## src/core/ufc_consts.vh

```
// constants for the flow-control, output-port and baud-select block
`ifndef UFC_CONSTS_VH
`define UFC_CONSTS_VH
// register byte offsets (apb word aligned)
`define UFC_OFS_MODE_A 8'h00
`define UFC_OFS_MODE_B 8'h04
`define UFC_OFS_CMD_A 8'h08
`define UFC_OFS_CMD_B 8'h0c
`define UFC_OFS_CLKSEL_A 8'h10
`define UFC_OFS_CLKSEL_B 8'h14
`define UFC_OFS_AUX 8'h18
`define UFC_OFS_OPSRC 8'h1c
`define UFC_OFS_SETOP 8'h20
`define UFC_OFS_CLROP 8'h24
`define UFC_OFS_STAT_A 8'h28
`define UFC_OFS_STAT_B 8'h2c
`define UFC_OFS_BRGTOG 8'h30
`define UFC_OFS_TEST 8'h34
`define UFC_OFS_TXDATA_A 8'h38
`define UFC_OFS_TXDATA_B 8'h3c
`define UFC_OFS_RXFILL_A 8'h40
`define UFC_OFS_RXFILL_B 8'h44
// mode register fields
`define UFC_MODE_RX_RTS 7
`define UFC_MODE_TX_EMPTY_CTL 6
`define UFC_MODE_TX_CTS 4
`define UFC_MODE_PAR_HI 3
`define UFC_MODE_PAR_LO 2
`define UFC_PAR_WAKEUP 2'b11
// command codes, low nibble of command write
`define UFC_CMD_RX_EN 4'h1
`define UFC_CMD_RX_DIS 4'h2
`define UFC_CMD_TX_EN 4'h4
`define UFC_CMD_TX_DIS 4'h8
`define UFC_CMD_RX_RST 4'h3
// status bits
`define UFC_ST_TX_READY 0
`define UFC_ST_TX_EMPTY 1
`define UFC_ST_RXEN 2
`define UFC_ST_TXEN 3
`define UFC_ST_RTS 4
// clock select codes
`define UFC_CS_TIMER 4'hd
`define UFC_CS_EXT16 4'he
`define UFC_CS_EXT1 4'hf
// receive buffer depth: full at three, fourth start raises rts
`define UFC_RX_FULL 3'd3
// disable window: 3/16 bit in 16x, one bit in 1x (in sample ticks)
`define UFC_DIS_WIN_16X 5'd3
`define UFC_DIS_WIN_1X 5'd1
`define UFC_BITS_PER_CHAR 4'd10
`endif

```

## src/core/ufc_top.v

```verilog
// two-channel flow control, output port, baud select and tx disable timing
`timescale 1ns/10ps
`include "ufc_consts.vh"
module ufc_top #(
    parameter RATE_W = 20
) (
    // apb slave
    input wire pclk,
    input wire presetn,
    input wire psel,
    input wire penable,
    input wire pwrite,
    input wire [7:0] paddr,
    input wire [31:0] pwdata,
    output reg [31:0] prdata,
    output reg pready,
    output reg pslverr,
    // tick at 16x the bit rate (or bit rate in 1x), per channel
    input wire [1:0] bit_tick,
    // remote side, channel b in bit 1
    input wire [1:0] cts_in_n,
    input wire [1:0] rx_start_seen,
    // output port pins, active as documented levels
    output reg [7:0] out_pins,
    output reg [1:0] tx_busy,
    output reg [1:0] tx_load_pulse,
    // selected rate per channel, zero for timer/external codes
    output reg [RATE_W-1:0] rate_a,
    output reg [RATE_W-1:0] rate_b,
    output reg [1:0] clk_ext16,
    output reg [1:0] clk_ext1,
    output reg [1:0] clk_timer
);

    // state encodings, one-hot
    localparam TX_IDLE = 3'b001;
    localparam TX_START = 3'b010;
    localparam TX_SHIFT = 3'b100;

    reg [7:0] mode_reg [0:1];
    reg [7:0] clksel_reg [0:1];
    reg [7:0] aux_reg;
    reg [7:0] opsrc_reg;
    reg [7:0] output_latch_reg;
    reg rate_test_reg;
    reg test_1x_reg;
    reg [1:0] tx_en_reg;
    reg [1:0] rx_en_reg;
    reg [1:0] hold_full_reg;
    reg [1:0] tx_ready_flag_reg;
    reg [1:0] tx_empty_flag_reg;
    reg [1:0] rts_reg;
    reg [2:0] rx_fill_reg [0:1];
    reg [2:0] tx_state_reg [0:1];
    reg [4:0] tick_cnt_reg [0:1];
    reg [3:0] bit_cnt_reg [0:1];
    reg [4:0] since_load_reg [0:1];
    reg [1:0] abort_reg;

    wire wr_en = psel & penable & pwrite & pready;
    wire rd_en = psel & penable & ~pwrite & pready;

    // alternate/normal rate table
    function [RATE_W-1:0] rate_of;
        input [3:0] code;
        input alt;
        input test;
        reg [31:0] r;
        begin
            case ({test, alt, code})
                6'h00: r = 50;
                6'h10: r = 75;
                6'h20: r = 4800;
                6'h30: r = 7200;
                6'h03: r = 200;
                6'h13: r = 150;
                6'h23: r = 19200;
                6'h33: r = 14400;
                6'h07: r = 1050;
                6'h17: r = 2000;
                6'h27: r = 1050;
                6'h37: r = 2000;
                6'h0a: r = 7200;
                6'h1a: r = 1800;
                6'h2a: r = 57600;
                6'h3a: r = 14400;
                6'h0c: r = 38400;
                6'h1c: r = 19200;
                6'h2c: r = 38400;
                6'h3c: r = 19200;
                default: begin
                    case (code)
                        4'h1: r = test ? 880 : 110;
                        4'h2: r = test ? 1076 : 134;
                        4'h4: r = test ? 28800 : 300;
                        4'h5: r = test ? 57600 : 600;
                        4'h6: r = test ? 115200 : 1200;
                        4'h8: r = test ? 57600 : 2400;
                        4'h9: r = 4800;
                        4'hb: r = 9600;
                        default: r = 0;
                    endcase
                end
            endcase
            // every rate fits 20 bits; the cut to the port width is deliberate
            rate_of = r[RATE_W-1:0];
        end
    endfunction

    // flow pin level for one channel
    function flow_pin;
        input latch_bit;
        input rx_ctl;
        input rts;
        input tx_ctl;
        input tx_done;
        begin
            flow_pin = ~(latch_bit | (rx_ctl & rts) | (tx_ctl & tx_done));
        end
    endfunction

    integer ch;
    // own loop index for the pin process, so each variable has one driver
    integer pn;

    // apb: zero wait state, reads of unmapped or write-only addresses answer slverr
    always @(posedge pclk or negedge presetn) begin
        if (!presetn) begin
            pready <= 1'b0;
            pslverr <= 1'b0;
            prdata <= 32'h0000_0000;
        end else begin
            pready <= psel & ~penable;
            pslverr <= 1'b0;
            if (psel & ~penable & ~pwrite) begin
                case (paddr)
                    `UFC_OFS_MODE_A: prdata <= {24'h00_0000, mode_reg[0]};
                    `UFC_OFS_MODE_B: prdata <= {24'h00_0000, mode_reg[1]};
                    `UFC_OFS_CLKSEL_A: prdata <= {24'h00_0000, clksel_reg[0]};
                    `UFC_OFS_CLKSEL_B: prdata <= {24'h00_0000, clksel_reg[1]};
                    `UFC_OFS_AUX: prdata <= {24'h00_0000, aux_reg};
                    `UFC_OFS_OPSRC: prdata <= {24'h00_0000, opsrc_reg};
                    `UFC_OFS_SETOP: prdata <= {24'h00_0000, output_latch_reg};
                    `UFC_OFS_STAT_A: prdata <= {27'h000_0000, rts_reg[0], tx_en_reg[0], rx_en_reg[0],
                                                tx_empty_flag_reg[0], tx_ready_flag_reg[0]};
                    `UFC_OFS_STAT_B: prdata <= {27'h000_0000, rts_reg[1], tx_en_reg[1], rx_en_reg[1],
                                                tx_empty_flag_reg[1], tx_ready_flag_reg[1]};
                    `UFC_OFS_BRGTOG: prdata <= {31'h0000_0000, ~rate_test_reg};
                    `UFC_OFS_TEST: prdata <= {31'h0000_0000, test_1x_reg};
                    `UFC_OFS_RXFILL_A: prdata <= {29'h0000_0000, rx_fill_reg[0]};
                    `UFC_OFS_RXFILL_B: prdata <= {29'h0000_0000, rx_fill_reg[1]};
                    default: begin
                        prdata <= 32'h0000_0000;
                        pslverr <= 1'b1;
                    end
                endcase
            end
        end
    end

    // configuration registers
    always @(posedge pclk or negedge presetn) begin
        if (!presetn) begin
            mode_reg[0] <= 8'h00;
            mode_reg[1] <= 8'h00;
            clksel_reg[0] <= 8'h00;
            clksel_reg[1] <= 8'h00;
            aux_reg <= 8'h00;
            opsrc_reg <= 8'h00;
            output_latch_reg <= 8'h00;
            rate_test_reg <= 1'b0;
            test_1x_reg <= 1'b0;
        end else begin
            if (rd_en && paddr == `UFC_OFS_BRGTOG)
                rate_test_reg <= ~rate_test_reg;
            if (wr_en) begin
                case (paddr)
                    `UFC_OFS_MODE_A: mode_reg[0] <= pwdata[7:0];
                    `UFC_OFS_MODE_B: mode_reg[1] <= pwdata[7:0];
                    `UFC_OFS_CLKSEL_A: clksel_reg[0] <= pwdata[7:0];
                    `UFC_OFS_CLKSEL_B: clksel_reg[1] <= pwdata[7:0];
                    `UFC_OFS_AUX: aux_reg <= pwdata[7:0];
                    `UFC_OFS_OPSRC: opsrc_reg <= pwdata[7:0];
                    `UFC_OFS_SETOP: output_latch_reg <= output_latch_reg | pwdata[7:0];
                    `UFC_OFS_CLROP: output_latch_reg <= output_latch_reg & ~pwdata[7:0];
                    `UFC_OFS_TEST: test_1x_reg <= pwdata[0];
                    default: ;
                endcase
            end
        end
    end

    // per-channel transmitter, receiver fill and flow control
    // independent channel state
    always @(posedge pclk or negedge presetn) begin
        if (!presetn) begin
            for (ch = 0; ch < 2; ch = ch + 1) begin
                tx_state_reg[ch] <= TX_IDLE;
                tick_cnt_reg[ch] <= 5'd0;
                bit_cnt_reg[ch] <= 4'd0;
                since_load_reg[ch] <= 5'd0;
                rx_fill_reg[ch] <= 3'd0;
            end
            tx_en_reg <= 2'b00;
            rx_en_reg <= 2'b00;
            hold_full_reg <= 2'b00;
            tx_ready_flag_reg <= 2'b00;
            tx_empty_flag_reg <= 2'b00;
            rts_reg <= 2'b00;
            abort_reg <= 2'b00;
            tx_busy <= 2'b00;
            tx_load_pulse <= 2'b00;
        end else begin
            for (ch = 0; ch < 2; ch = ch + 1) begin
                tx_load_pulse[ch] <= 1'b0;
                if (bit_tick[ch] && since_load_reg[ch] != 5'h1f)
                    since_load_reg[ch] <= since_load_reg[ch] + 5'd1;
                // command handling
                if (wr_en && paddr == (ch == 0 ? `UFC_OFS_CMD_A : `UFC_OFS_CMD_B)) begin
                    if (pwdata[3:0] == `UFC_CMD_TX_EN) begin
                        tx_en_reg[ch] <= 1'b1;
                        tx_empty_flag_reg[ch] <= 1'b1;
                        tx_ready_flag_reg[ch] <= ~hold_full_reg[ch];
                    end
                    if (pwdata[3:0] == `UFC_CMD_TX_DIS) begin
                        tx_en_reg[ch] <= 1'b0;
                        if (hold_full_reg[ch] && (since_load_reg[ch] <
                            ((test_1x_reg | clksel_reg[ch][3:0] == `UFC_CS_EXT1) ?
                             `UFC_DIS_WIN_1X : `UFC_DIS_WIN_16X))) begin
                            hold_full_reg[ch] <= 1'b0;
                            abort_reg[ch] <= 1'b1;
                        end
                        if (tx_state_reg[ch] == TX_START && tx_empty_flag_reg[ch])
                            abort_reg[ch] <= 1'b1;
                    end
                    if (mode_reg[ch][`UFC_MODE_PAR_HI:`UFC_MODE_PAR_LO] != `UFC_PAR_WAKEUP) begin
                        if (pwdata[3:0] == `UFC_CMD_RX_DIS)
                            rx_en_reg[ch] <= 1'b0;
                        if (pwdata[3:0] == `UFC_CMD_RX_RST) begin
                            rx_en_reg[ch] <= 1'b0;
                            rx_fill_reg[ch] <= 3'd0;
                            rts_reg[ch] <= 1'b0;
                        end
                    end
                    if (pwdata[3:0] == `UFC_CMD_RX_EN)
                        rx_en_reg[ch] <= 1'b1;
                end
                // holding register load
                if (wr_en && paddr == (ch == 0 ? `UFC_OFS_TXDATA_A : `UFC_OFS_TXDATA_B) && tx_en_reg[ch]) begin
                    hold_full_reg[ch] <= 1'b1;
                    tx_ready_flag_reg[ch] <= 1'b0;
                    since_load_reg[ch] <= 5'd0;
                    abort_reg[ch] <= 1'b0;
                end
                // receive buffer fill; drained by the fill-register write
                if (wr_en && paddr == (ch == 0 ? `UFC_OFS_RXFILL_A : `UFC_OFS_RXFILL_B)) begin
                    // a start bit landing with the clear is still counted
                    rx_fill_reg[ch] <= {2'b00, rx_start_seen[ch] & rx_en_reg[ch]};
                    rts_reg[ch] <= 1'b0;
                end else if (rx_start_seen[ch] && rx_en_reg[ch]) begin
                    if (rx_fill_reg[ch] == `UFC_RX_FULL)
                        rts_reg[ch] <= 1'b1;
                    else
                        rx_fill_reg[ch] <= rx_fill_reg[ch] + 3'd1;
                end
                // transmitter sequencer
                case (tx_state_reg[ch])
                    TX_IDLE: begin
                        tx_busy[ch] <= 1'b0;
                        // cts gate, gate off ignores cts
                        if (hold_full_reg[ch] && tx_en_reg[ch] && bit_tick[ch] &&
                            !(mode_reg[ch][`UFC_MODE_TX_CTS] && cts_in_n[ch]) &&
                            since_load_reg[ch] >= `UFC_DIS_WIN_16X) begin
                            tx_state_reg[ch] <= TX_START;
                            tick_cnt_reg[ch] <= 5'd0;
                            tx_busy[ch] <= 1'b1;
                        end
                    end
                    TX_START: begin
                        if (abort_reg[ch]) begin
                            // dropped char must not go out on the next enable
                            hold_full_reg[ch] <= 1'b0;
                            tx_state_reg[ch] <= TX_IDLE;
                            tx_empty_flag_reg[ch] <= 1'b1;
                        end else if (bit_tick[ch]) begin
                            tick_cnt_reg[ch] <= tick_cnt_reg[ch] + 5'd1;
                            // transfer in start bit, ready at its end
                            if (tick_cnt_reg[ch] == 5'd15 || test_1x_reg ||
                                clksel_reg[ch][3:0] == `UFC_CS_EXT1) begin
                                hold_full_reg[ch] <= 1'b0;
                                tx_load_pulse[ch] <= 1'b1;
                                tx_ready_flag_reg[ch] <= 1'b1;
                                // empty stays up through the start bit so an underrun drop is seen
                                tx_empty_flag_reg[ch] <= 1'b0;
                                tx_state_reg[ch] <= TX_SHIFT;
                                tick_cnt_reg[ch] <= 5'd0;
                                bit_cnt_reg[ch] <= 4'd1;
                            end
                        end
                    end
                    TX_SHIFT: begin
                        if (bit_tick[ch]) begin
                            tick_cnt_reg[ch] <= tick_cnt_reg[ch] + 5'd1;
                            if (tick_cnt_reg[ch] == 5'd15 || test_1x_reg ||
                                clksel_reg[ch][3:0] == `UFC_CS_EXT1) begin
                                tick_cnt_reg[ch] <= 5'd0;
                                bit_cnt_reg[ch] <= bit_cnt_reg[ch] + 4'd1;
                                if (bit_cnt_reg[ch] == `UFC_BITS_PER_CHAR - 4'd1) begin
                                    tx_state_reg[ch] <= TX_IDLE;
                                    if (!hold_full_reg[ch])
                                        tx_empty_flag_reg[ch] <= 1'b1;
                                end
                            end
                        end
                    end
                    default: tx_state_reg[ch] <= TX_IDLE;
                endcase
            end
        end
    end

    // output pins and rate decode, registered
    always @(posedge pclk or negedge presetn) begin
        if (!presetn) begin
            out_pins <= 8'hff;
            rate_a <= {RATE_W{1'b0}};
            rate_b <= {RATE_W{1'b0}};
            clk_ext16 <= 2'b00;
            clk_ext1 <= 2'b00;
            clk_timer <= 2'b00;
        end else begin
            // flow pins as nor with latch
            out_pins[0] <= flow_pin(output_latch_reg[0], mode_reg[0][`UFC_MODE_RX_RTS], rts_reg[0],
                                    mode_reg[0][`UFC_MODE_TX_EMPTY_CTL], tx_empty_flag_reg[0]);
            out_pins[1] <= flow_pin(output_latch_reg[1], mode_reg[1][`UFC_MODE_RX_RTS], rts_reg[1],
                                    mode_reg[1][`UFC_MODE_TX_EMPTY_CTL], tx_empty_flag_reg[1]);
            // source select, inverted latch; test shows nodes
            for (pn = 2; pn < 8; pn = pn + 1)
                out_pins[pn] <= test_1x_reg ? tx_busy[pn & 1] :
                                opsrc_reg[pn] ? ~tx_ready_flag_reg[pn & 1] : ~output_latch_reg[pn];
            rate_a <= rate_of(clksel_reg[0][3:0], aux_reg[7], rate_test_reg);
            rate_b <= rate_of(clksel_reg[1][3:0], aux_reg[7], rate_test_reg);
            for (pn = 0; pn < 2; pn = pn + 1) begin
                clk_timer[pn] <= clksel_reg[pn][3:0] == `UFC_CS_TIMER;
                clk_ext16[pn] <= clksel_reg[pn][3:0] == `UFC_CS_EXT16 && !test_1x_reg;
                clk_ext1[pn] <= clksel_reg[pn][3:0] == `UFC_CS_EXT1 ||
                                (test_1x_reg && clksel_reg[pn][3:0] == `UFC_CS_EXT16);
            end
        end
    end

endmodule // ufc_top

```

## config.mk

```make
export PLATFORM = sky130hd
export DESIGN_NAME = ufc_top
export DESIGN_NICKNAME = d
export VERILOG_FILES = /design/src/core/ufc_top.v
export VERILOG_INCLUDE_DIRS = /design/src /design/src/core
export SDC_FILE = /design/constraint.sdc
export NUM_CORES = 1
export LEC_CHECK = 0
export BUFFER_PORTS_ARGS = -buffer_cell sky130_fd_sc_hd__buf_2
export CAP_MARGIN = 20
export CORE_UTILIZATION = 45
export DETAILED_ROUTE_END_ITERATION = 16
export GPL_TIMING_DRIVEN = 0
export HOLD_SLACK_MARGIN = 0.1
export PLACE_DENSITY_LB_ADDON = 0.2
export SLEW_MARGIN = 20
export SYNTH_ARGS = -nofsm -noshare
export SYNTH_HDL_FRONTEND = slang
export SYNTH_SLANG_ARGS = --single-unit
```

## constraint.sdc

```tcl
create_clock -name pclk -period 2.8 [get_ports pclk]
set_clock_uncertainty 0.1 [all_clocks]
set_input_delay 0.56 -clock pclk [delete_from_list [all_inputs] [get_ports pclk]]
set_output_delay 0.56 -clock pclk [all_outputs]
set_load 0.01 [all_outputs]
```

After elaboration in Yosys (flattened, before gate mapping)
Cells that the tools add are included.
{ "totals": {"register_bits": 204, "latchBits": 0, "mem_bits_rw": 0, "mem_bits_ro": 0, "inputBits": 51, "output_inout_bits": 92, "wordCells": 471, "memories": 0} }
{ "op_classes": {"add_sub_neg": 8, "n_mul": 0, "div_mod_pow": 0, "n_lt_le_gt_ge": 4, "n_eq_ne": 116, "shift": 0, "n_mux": 172, "bitwise_logic": 37, "n_reduce_logical": 93} }
{ "ops": {"columns": ["op", "count"], "rows": [
  ["case mux 17 bit (13 select lines)", 2],
  ["case mux 17 bit (8 select lines)", 2],
  ["equality test 6 bit, second input constant", 20],
  ["case mux 8 bit (13 select lines)", 1],
  ["two-way mux 1 bit", 102],
  ["two-way mux 3 bit", 26],
  ["equality test 8 x 6 -> 1 bit, second input constant", 8],
  ["equality test 4 bit, second input constant", 15],
  ["equality test 6 x 5 -> 1 bit, second input constant", 10],
  ["two-way mux 5 bit", 12],
  ["two-way mux 4 bit", 10],
  ["equality test 8 x 5 -> 1 bit, second input constant", 4],
  ["two-way mux 16 bit", 2],
  ["logical AND 1 bit", 31],
  ["case mux 5 bit (3 select lines)", 2],
  ["equality test 4 x 3 -> 1 bit, second input constant", 7],
  ["inequality test 2 bit, second input constant", 14],
  ["equality test 6 x 4 -> 1 bit, second input constant", 4],
  ["AND reduction 6 bit", 4],
  ["nonzero test 2 bit", 12],
  ["adder 5 x 1 -> 5 bit, second input constant", 4],
  ["AND reduction 2 bit", 10],
  ["OR reduction 2 bit", 10],
  ["case mux 3 bit (3 select lines)", 2],
  ["other kinds (41)", 116]
]} }

Longest topological paths before layout
Gate-level depths: netlist of run 1.
{ "logic_depth": {"word_depth": 13, "depth_mapped": 9, "ltp_nobuf": 8} }

Worst setup path before layout of run 1
OpenSTA, ideal clock, no wires.
{ "synth_timing": {"path_type": "input -> register", "startpoint": "input paddr[5]", "endpoint": "register clksel_reg[4] (netlist name)", "setup_ps": 125, "arrival_ps": 1928, "t_required_ps": 2575, "path_slack_ps": 647, "cell_stages": 7, "cell_sequence": "buf_2 -> nor4b_2 -> buf_4 -> nand2_1 -> nor2_1 -> buf_4 -> mux2_2"} }
{ "synth_via": {"elab_chain_cells": 2} }
{ "synth_lines": {"columns": ["element", "line_no", "rtl"], "rows": [
  ["from (decl)", "ufc_top.v:13", "input wire [7:0] paddr,"],
  ["equality test 8 x 5 -> 1 bit", "ufc_top.v:177", "case (paddr)"],
  ["AND reduction 2 bit (no source line)", null, null],
  ["to (decl)", "ufc_top.v:41", "reg [7:0] clksel_reg [0:1];"]
]} }
No other way between the ends.
A chain may end at the register's enable or synchronous reset.

Worst setup path in the final report of run 1
{ "layout_timing": {"startpoint": "register aux_reg[7]", "endpoint": "register rate_b[12]"} }
{ "layout_via": {"elab_chain_cells": 3, "elab_cells_between_ends": 27, "classes_between": "eq/ne (19); mux (1); reduce/logical (7)"} }
{ "layout_lines": {"columns": ["element", "line_no", "rtl"], "rows": [
  ["from (decl)", "ufc_top.v:42", "reg [7:0] aux_reg;"],
  ["from (signal assigned)", "ufc_top.v:182", "`UFC_OFS_AUX: aux_reg <= pwdata[7:0];"],
  ["equality test 6 bit (tied with other cells)", "ufc_top.v:70", "case ({test, alt, code})"],
  ["OR reduction 3 bit (no source line) or OR reduction 2 bit (tied branches)", null, null],
  ["case mux 17 bit (13 select lines) (*)", "ufc_top.v:70", null],
  ["to (signal assigned)", "ufc_top.v:327", "rate_b <= {RATE_W{1'b0}};"],
  ["to (signal assigned)", "ufc_top.v:342", "rate_b <= rate_of(clksel_reg[1][3:0], aux_reg[7], rate_test_reg);"],
  ["to (decl)", "ufc_top.v:29", "output reg [RATE_W-1:0] rate_b,"]
]} }
Every way passes the cells marked *; elsewhere a longest branch is shown, timed or not.

==> impl_metrics.json, run 1 <==
{
  "outcome": "completed",
  "netlist.top_cell.by_area": "sky130_fd_sc_hd__dfrtp_1",
  "area_growth_from_synthesis_to_layout_pct": 15.2,
  "cp_slowest_cell": "sky130_fd_sc_hd__buf_1",
  "finish.net_count": 1267,
  "via_count": 8592,
  "floorplan.io_pins": 143,
  "place_inst": 1455,
  "die_height_um": 150,
  "synthesis.instances": 1068,
  "critical_path.n_buffers_inverters": 3,
  "largestRegisters": "rate_a (17), rate_b (17)",
  "final_non_filler_cells": 1488,
  "tritoncts": "done",
  "start_util_pct": 46.5,
  "reg2reg_setup_slack_ns": 0.38,
  "ctsHtreeMaxLevel": 4,
  "layout.cells.most_common_list": "164 x sky130_fd_sc_hd__dfrtp_1, 118 x sky130_fd_sc_hd__nand2_1, 98 x sky130_fd_sc_hd__buf_2",
  "cp_data_required_time_ns": 2.97,
  "post_drt_wl_per_cell_um": 19.0,
  "number_of_sinks_on_the_clock_net": 174,
  "timing.critical_path.fanout_max": 10,
  "drv.max_cap_violation_count": 0,
  "worst_ep_arrival_time_ns": 2.59,
  "holdCritPathClass": "in2reg",
  "path_cells": "clkbuf_1 > clkbuf_1 > buf_1 > nor2_1 > o21ai_0 > o21ai_0",
  "gr-total-overflow": 0,
  "final_critical_path_setup_slack_ns": 0.380,
  "grt_use_total_pct": 25.8,
  "dp_worst_setup_slack_ns": -0.0325,
  "grt_max_degree": 98,
  "timing_hold_violations_final": 0,
  "rows": 53,
  "cpLargestDelayFamily": "buffers and inverters",
  "rsz0062_at_grt": "false",
  "final_layout_size_suffix_gt1_share_pct": 21.1,
  "core_area_um2": 21300,
  "setup.worst_path.start_class": "flop",
  "slew_violations": 0,
  "synth_sequential_area_ratio_pct": 44.1,
  "slowest_delay_ns": 0.56,
  "nFillCells": 1952,
  "reg2regPathDepth": 6,
  "setup_viol": 0,
  "hpwl_um": 20500,
  "postSynth.asyncResetShare_pct": 100,
  "post_layout_minimum_cycle_time_ns": 2.42,
  "syn_avg_cell_area_um2": 9.27,
  "yosysTopAreaCellShare_pct": 41.4,
  "fin_total_pwr_mw": 5.91,
  "min_period_over_period_pct": 86.4,
  "die_footprint_um2": 22600,
  "clk-insertion-delay-late_ns": 0.44,
  "final.hold.worst_slack_ns": 0.204,
  "edff_count_synth": 0,
  "num_antenna_cells": 0,
  "grt_antenna_before_repair": 1,
  "worst-path-stages": 6,
  "worst_hold_path.num_cells": 2,
  "detail_route.drc_violations": 0,
  "ant_nets": 0,
  "synth_top_cells_by_area": "sky130_fd_sc_hd__dfrtp_1 41%, sky130_fd_sc_hd__mux2_2 6.9%, sky130_fd_sc_hd__nand2_1 4.5%",
  "synthesis.area_um2": 9900,
  "drt_wl_total_um": 28200,
  "cts_post_setup_buffers_inserted": 0,
  "cts_buffers": 17,
  "synth_flop_cell": "sky130_fd_sc_hd__dfrtp_1",
  "cts.root.buffer_cell": "sky130_fd_sc_hd__clkbuf_16",
  "critical_path_class": "reg2reg",
  "ys_warn_count": 0,
  "first_global_vias": 8028,
  "tightestPinTransition_ns": 0.946,
  "worst_relative_slew_slack_pct": 36.4,
  "max_freq_mhz": 413,
  "detail_route.first_pass.iterations": 7,
  "grt_pass1_wl_um": 44300,
  "power_leakage_nw": 5.21,
  "synth-seq-cells": 174,
  "io_buffers": 82,
  "pwr_density_cell_nw_per_um2": 518,
  "cp-end-kind": "flop",
  "die-width_um": 150,
  "gp_congestion": 0.953,
  "largest_vdd_supply_drop_v": 0.000423,
  "violation_count_after_the_first_detailed_routing_iteration": 713,
  "layout.cells.most_common": "sky130_fd_sc_hd__dfrtp_1",
  "post_drt_via_cell_ratio": 5.77,
  "cts-root-to-sink-buffers": 2,
  "final_core_utilization_pct": 53.6,
  "synth.distinct_cells": 78,
  "clkTransAtPathRegs_ns": 0.07
}
==> logic make-up after synthesis <==
| kind of cell | synth area share [%] |
|---|---|
| AO/OA/AOI/OAI | 17.1 |
| adder cells (fa/ha/maj) | 2.02 |
| AND/OR/NAND/NOR | 20.0 |
| buffers and inverters | 6.54 |
| multiplexers | 9.46 |
| flip-flops | 44.1 |
| other | 0.0379 |
| XOR/XNOR | 0.796 |
==> worst reg2reg max path: stages (launching register included) <==
cell,delay (ns)
sky130_fd_sc_hd__dfrtp_1,0.32
sky130_fd_sc_hd__clkbuf_1,0.27
sky130_fd_sc_hd__clkbuf_1,0.54
sky130_fd_sc_hd__buf_1,0.57
sky130_fd_sc_hd__nor2_1,0.11
sky130_fd_sc_hd__o21ai_0,0.16
sky130_fd_sc_hd__o21ai_0,0.17
==> final timing paths <==
kind | end | start
setup / recovery | rate_b[12] | aux_reg[7]
max in group asynchronous | out_pins[1] | presetn
hold reg to reg | out_pins[1] | flop
min in group asynchronous | rate_a[11] | presetn
hold / removal | pready | penable
setup reg to reg | rate_b[12] | aux_reg[7]
==> layout make-up <==
type / count / area, um^2 / area share (%)
plain buffers: 108 / 562 / 4.92
clock buffers: 22 / 454 / 3.98
clock inverters: 10 / 136 / 1.20
inverters: 23 / 86.3 / 0.757
multi-input cells: 792 / 5000 / 43.8
flip-flops and latches: 174 / 4370 / 38.3
well taps: 275 / 344 / 3.02
repair buffers: 84 / 458 / 4.01
==> Yosys cell counts (4+ instances only) <==
library cell,count
sky130_fd_sc_hd__a211oi_1,7
sky130_fd_sc_hd__xor2_1,5
sky130_fd_sc_hd__inv_1,22
sky130_fd_sc_hd__nor3_1,28
sky130_fd_sc_hd__dfrtp_1,164
sky130_fd_sc_hd__o22ai_1,22
sky130_fd_sc_hd__dfstp_2,10
sky130_fd_sc_hd__o21a_1,6
sky130_fd_sc_hd__o31ai_1,4
sky130_fd_sc_hd__a22oi_1,12
sky130_fd_sc_hd__and3_1,16
sky130_fd_sc_hd__nor2_1,78
sky130_fd_sc_hd__buf_2,17
sky130_fd_sc_hd__xnor2_1,4
sky130_fd_sc_hd__a31oi_1,10
sky130_fd_sc_hd__nor2b_1,14
sky130_fd_sc_hd__or3_1,4
sky130_fd_sc_hd__a2bb2oi_1,5
sky130_fd_sc_hd__and2_1,5
sky130_fd_sc_hd__o211ai_1,5
sky130_fd_sc_hd__nor4_1,4
sky130_fd_sc_hd__mux2i_1,25
sky130_fd_sc_hd__o32ai_1,6
sky130_fd_sc_hd__buf_1,9
sky130_fd_sc_hd__ha_1,16
sky130_fd_sc_hd__mux2_2,61
sky130_fd_sc_hd__nor3b_1,6
sky130_fd_sc_hd__a21oi_1,66
sky130_fd_sc_hd__nand2b_1,23
sky130_fd_sc_hd__nand4_1,15
sky130_fd_sc_hd__clkbuf_1,44
sky130_fd_sc_hd__buf_4,35
sky130_fd_sc_hd__nand2_1,118
sky130_fd_sc_hd__a32oi_1,5
sky130_fd_sc_hd__o21ai_0,78
sky130_fd_sc_hd__nand3_1,43
==> per-layer routing <==
metal | vias to the layer above | wire length (um) | GRT usage [%]
met2 | 367 | 13300 | 40.5
met1 | 4109 | 12300 | 35.5
met4 | 0 | 585 | 9.80
met3 | 45 | 2000 | 4.48
li1 | 4071 | - | -
met5 | - | 0 | 0
==> power by group <==
part	switching [mW]	total (mW)	leakage (nW)	internal, mW
registers	0.152	2.80	2.22	2.65
logic	0.402	0.685	2.70	0.283
clock network	0.996	2.42	0.281	1.43
==> metrics by stage <==
stage	instance area [um^2]	setup TNS (ns)
2_1_floorplan	10000	0
3_3_place_gp	10800	-279.25
3_5_place_dp	10800	-0.0325
4_1_cts	11400	0
5_1_grt	11400	0
6_report	11400	0
==> repair_timing <==
action,CTS,global route
endpoints found under the hold margin,73,0
hold buffers,1,0
gates resized for setup,0,0
Power figures use the tool's default switching activity.
==> run 2: changes to the inputs <==
Settings changed: ABC_AREA set to 1.
==> impl_metrics.json, run 2 <==
{
  "outcome": "completed",
  "reg2reg_setup_slack_ns": 0.54,
  "cp-startpoint": "clksel_reg[2]",
  "slew_violations": 0,
  "post_layout_minimum_cycle_time_ns": 2.26,
  "synth_sequential_area_ratio_pct": 46.1,
  "syn_avg_cell_area_um2": 7.94,
  "post_drt_wl_per_cell_um": 15.4,
  "detail_route.drc_violations": 0,
  "worst_ep_arrival_time_ns": 2.48,
  "design_area_um2": 11000,
  "ctsHtreeMaxLevel": 4,
  "synthesis.area_um2": 9470,
  "io_buffers": 88,
  "pwr_density_cell_nw_per_um2": 499,
  "clkTransAtPathRegs_ns": 0.07,
  "first_global_vias": 7960,
  "synth_top_cells_by_area": "sky130_fd_sc_hd__dfrtp_1 43%, sky130_fd_sc_hd__nand2_1 12%, sky130_fd_sc_hd__inv_1 5.5%",
  "area_growth_from_synthesis_to_layout_pct": 15.9,
  "cp_data_required_time_ns": 3.02,
  "tightestPinTransition_ns": 0.688,
  "largestRegisters": "rate_a (17), rate_b (17)",
  "hpwl_um": 19100,
  "postSynth.asyncResetShare_pct": 100,
  "rsz0062_at_grt": "false",
  "ys_warn_count": 0,
  "yosysTopAreaCellShare_pct": 43.3,
  "detail_route.first_pass.iterations": 5,
  "synthesis.instances": 1193,
  "setup.worst_path.start_class": "flop",
  "ys_top_cells_by_count": "301 x sky130_fd_sc_hd__nand2_1, 164 x sky130_fd_sc_hd__dfrtp_1, 138 x sky130_fd_sc_hd__inv_1, 133 x sky130_fd_sc_hd__nor2_1, 83 x sky130_fd_sc_hd__nand3_1",
  "start_util_pct": 46.4,
  "ant_nets": 0,
  "cts.root.buffer_cell": "sky130_fd_sc_hd__clkbuf_16",
  "gr-total-overflow": 0,
  "violation_count_after_the_first_detailed_routing_iteration": 470,
  "final_layout_size_suffix_gt1_share_pct": 17.8,
  "grt_pass1_wl_um": 41000,
  "netlist.top_cell.by_area": "sky130_fd_sc_hd__dfrtp_1",
  "post_cts_resized": 0,
  "timing.critical_path.mode_cell": "sky130_fd_sc_hd__nand2_1",
  "number_of_sinks_on_the_clock_net": 174,
  "slowest_delay_ns": 0.47,
  "layout.cells.most_common": "sky130_fd_sc_hd__nand2_1",
  "cts-root-to-sink-buffers": 2,
  "floorplan.io_pins": 143,
  "finish.net_count": 1399,
  "placed_cell_area_um2": 10400,
  "core_area_um2": 20400,
  "die-width_um": 147,
  "cts_post_setup_buffers_inserted": 0,
  "min_period_over_period_pct": 80.7,
  "die_height_um": 147,
  "critPathCapture": "hold_full_reg[1]",
  "gp_congestion": 0.939,
  "largest_vdd_supply_drop_v": 0.000389,
  "path_cells": "nand2_1 > inv_2 > nand2_1 > nand2_1 > ha_1 > nand2_1 > nand2_1 > nor3b_1 > nand3_1 > a21oi_1 > nor2_1",
  "via_count": 8125,
  "tns_ns": 0,
  "synth.distinct_cells": 54,
  "worst_r2r_startpoint": "clksel_reg[2]",
  "tritoncts": "done",
  "synth-seq-cells": 174,
  "worst_relative_slew_slack_pct": 54.2,
  "drt_wl_total_um": 24900,
  "timing.critical_path.fanout_max": 7,
  "most_common_cell_in_the_synthesized_netlist": "sky130_fd_sc_hd__nand2_1",
  "worstReg2RegEnd": "hold_full_reg[1]",
  "drv.max_cap_violation_count": 0,
  "cp_slowest_cell": "sky130_fd_sc_hd__dfrtp_1",
  "holdCritPathClass": "in2reg",
  "layout.cells.most_common_list": "301 x sky130_fd_sc_hd__nand2_1, 164 x sky130_fd_sc_hd__dfrtp_1, 138 x sky130_fd_sc_hd__inv_1",
  "edff_count_synth": 0,
  "timing_hold_violations_final": 0,
  "grt_use_total_pct": 24.4,
  "post_drt_via_cell_ratio": 5.03,
  "ctsHoldBuffers": 1,
  "fin_total_pwr_mw": 5.48,
  "reg2regPathDepth": 11,
  "cp-end-kind": "flop",
  "die_footprint_um2": 21600,
  "synth_flop_cell": "sky130_fd_sc_hd__dfrtp_1",
  "grt_antenna_before_repair": 2,
  "cts_buffers": 17,
  "setup_viol": 0,
  "critical_path_class": "reg2reg",
  "power_leakage_nw": 5.93,
  "rows": 52,
  "max_freq_mhz": 442,
  "clk-insertion-delay-late_ns": 0.43,
  "grt_max_degree": 67
}
run 2: through the flow:
stage               worst slack [ns]  instances  utilization (%)  hold WS, ns
floorplan                      0.988       1222                -        0.164
global placement               -1.72       1580             50.7        0.322
detailed placement             0.535       1582             51.0        0.321
CTS                            0.513       1615             53.7        0.218
global route                   0.365       1615             53.7        0.232
finish                         0.540       1616             53.8        0.231
run 2: report_power, final:
part	switching [mW]	internal, mW
Clock	1.01	1.19
Combinational	0.360	0.227
Sequential	0.0832	2.61
Total	1.45	4.03
run 2: kinds of logic (layout without fill, tap and decap cells):
logic type	after synthesis	in the layout	synth area share, %
adders and majority gates	16	16	2.11
DFF	174	174	46.1
muxes	2	2	0.264
AOI/OAI and AO/OA	162	162	9.46
and+or+nand+nor	626	626	30.9
buffers and inverters	199	322	9.97
xor gates and xnor gates	13	13	1.20
other	1	31	0.0396
run 2: layout make-up:
type	instances	area, um^2
antenna	1	2.50
buffer	47	364
clock buffer	21	460
clock inverter	11	82.6
fill	1966	9450
inverter	152	581
multi-input combinational	849	4270
sequential	174	4370
tap	270	338
timing repair buffer	91	515
run 2: worst max-delay path: cells and delay by family (launching register included):
kind / cells / cell delay [ns]
AND/OR/NAND/NOR: 8 / 1.07
flip-flops: 1 / 0.47
adder cells (fa/ha/maj): 1 / 0.28
AO/OA/AOI/OAI: 1 / 0.17
buffers and inverters: 1 / 0.07
run 2: how the worst min path moves through the flow:
stage	startpoint	endpoint	slack (ns)	cells past startpoint
global placement	flop	out_pins[1]	0.32	1
CTS	penable	pready	0.22	2
detailed placement	flop	out_pins[1]	0.32	1
finish	penable	pready	0.23	2
global route	penable	pready	0.23	2
floorplan	presetn	async pin	0.16	0
run 2: metal layers:
metal,GRT usage [%],part of all wire [%],up-vias
met5,0,0.048,-
met4,9.18,2.5,2
met3,4.97,5.3,40
met2,41.2,49,229
met1,31.0,43,3774
li1,-,-,4080
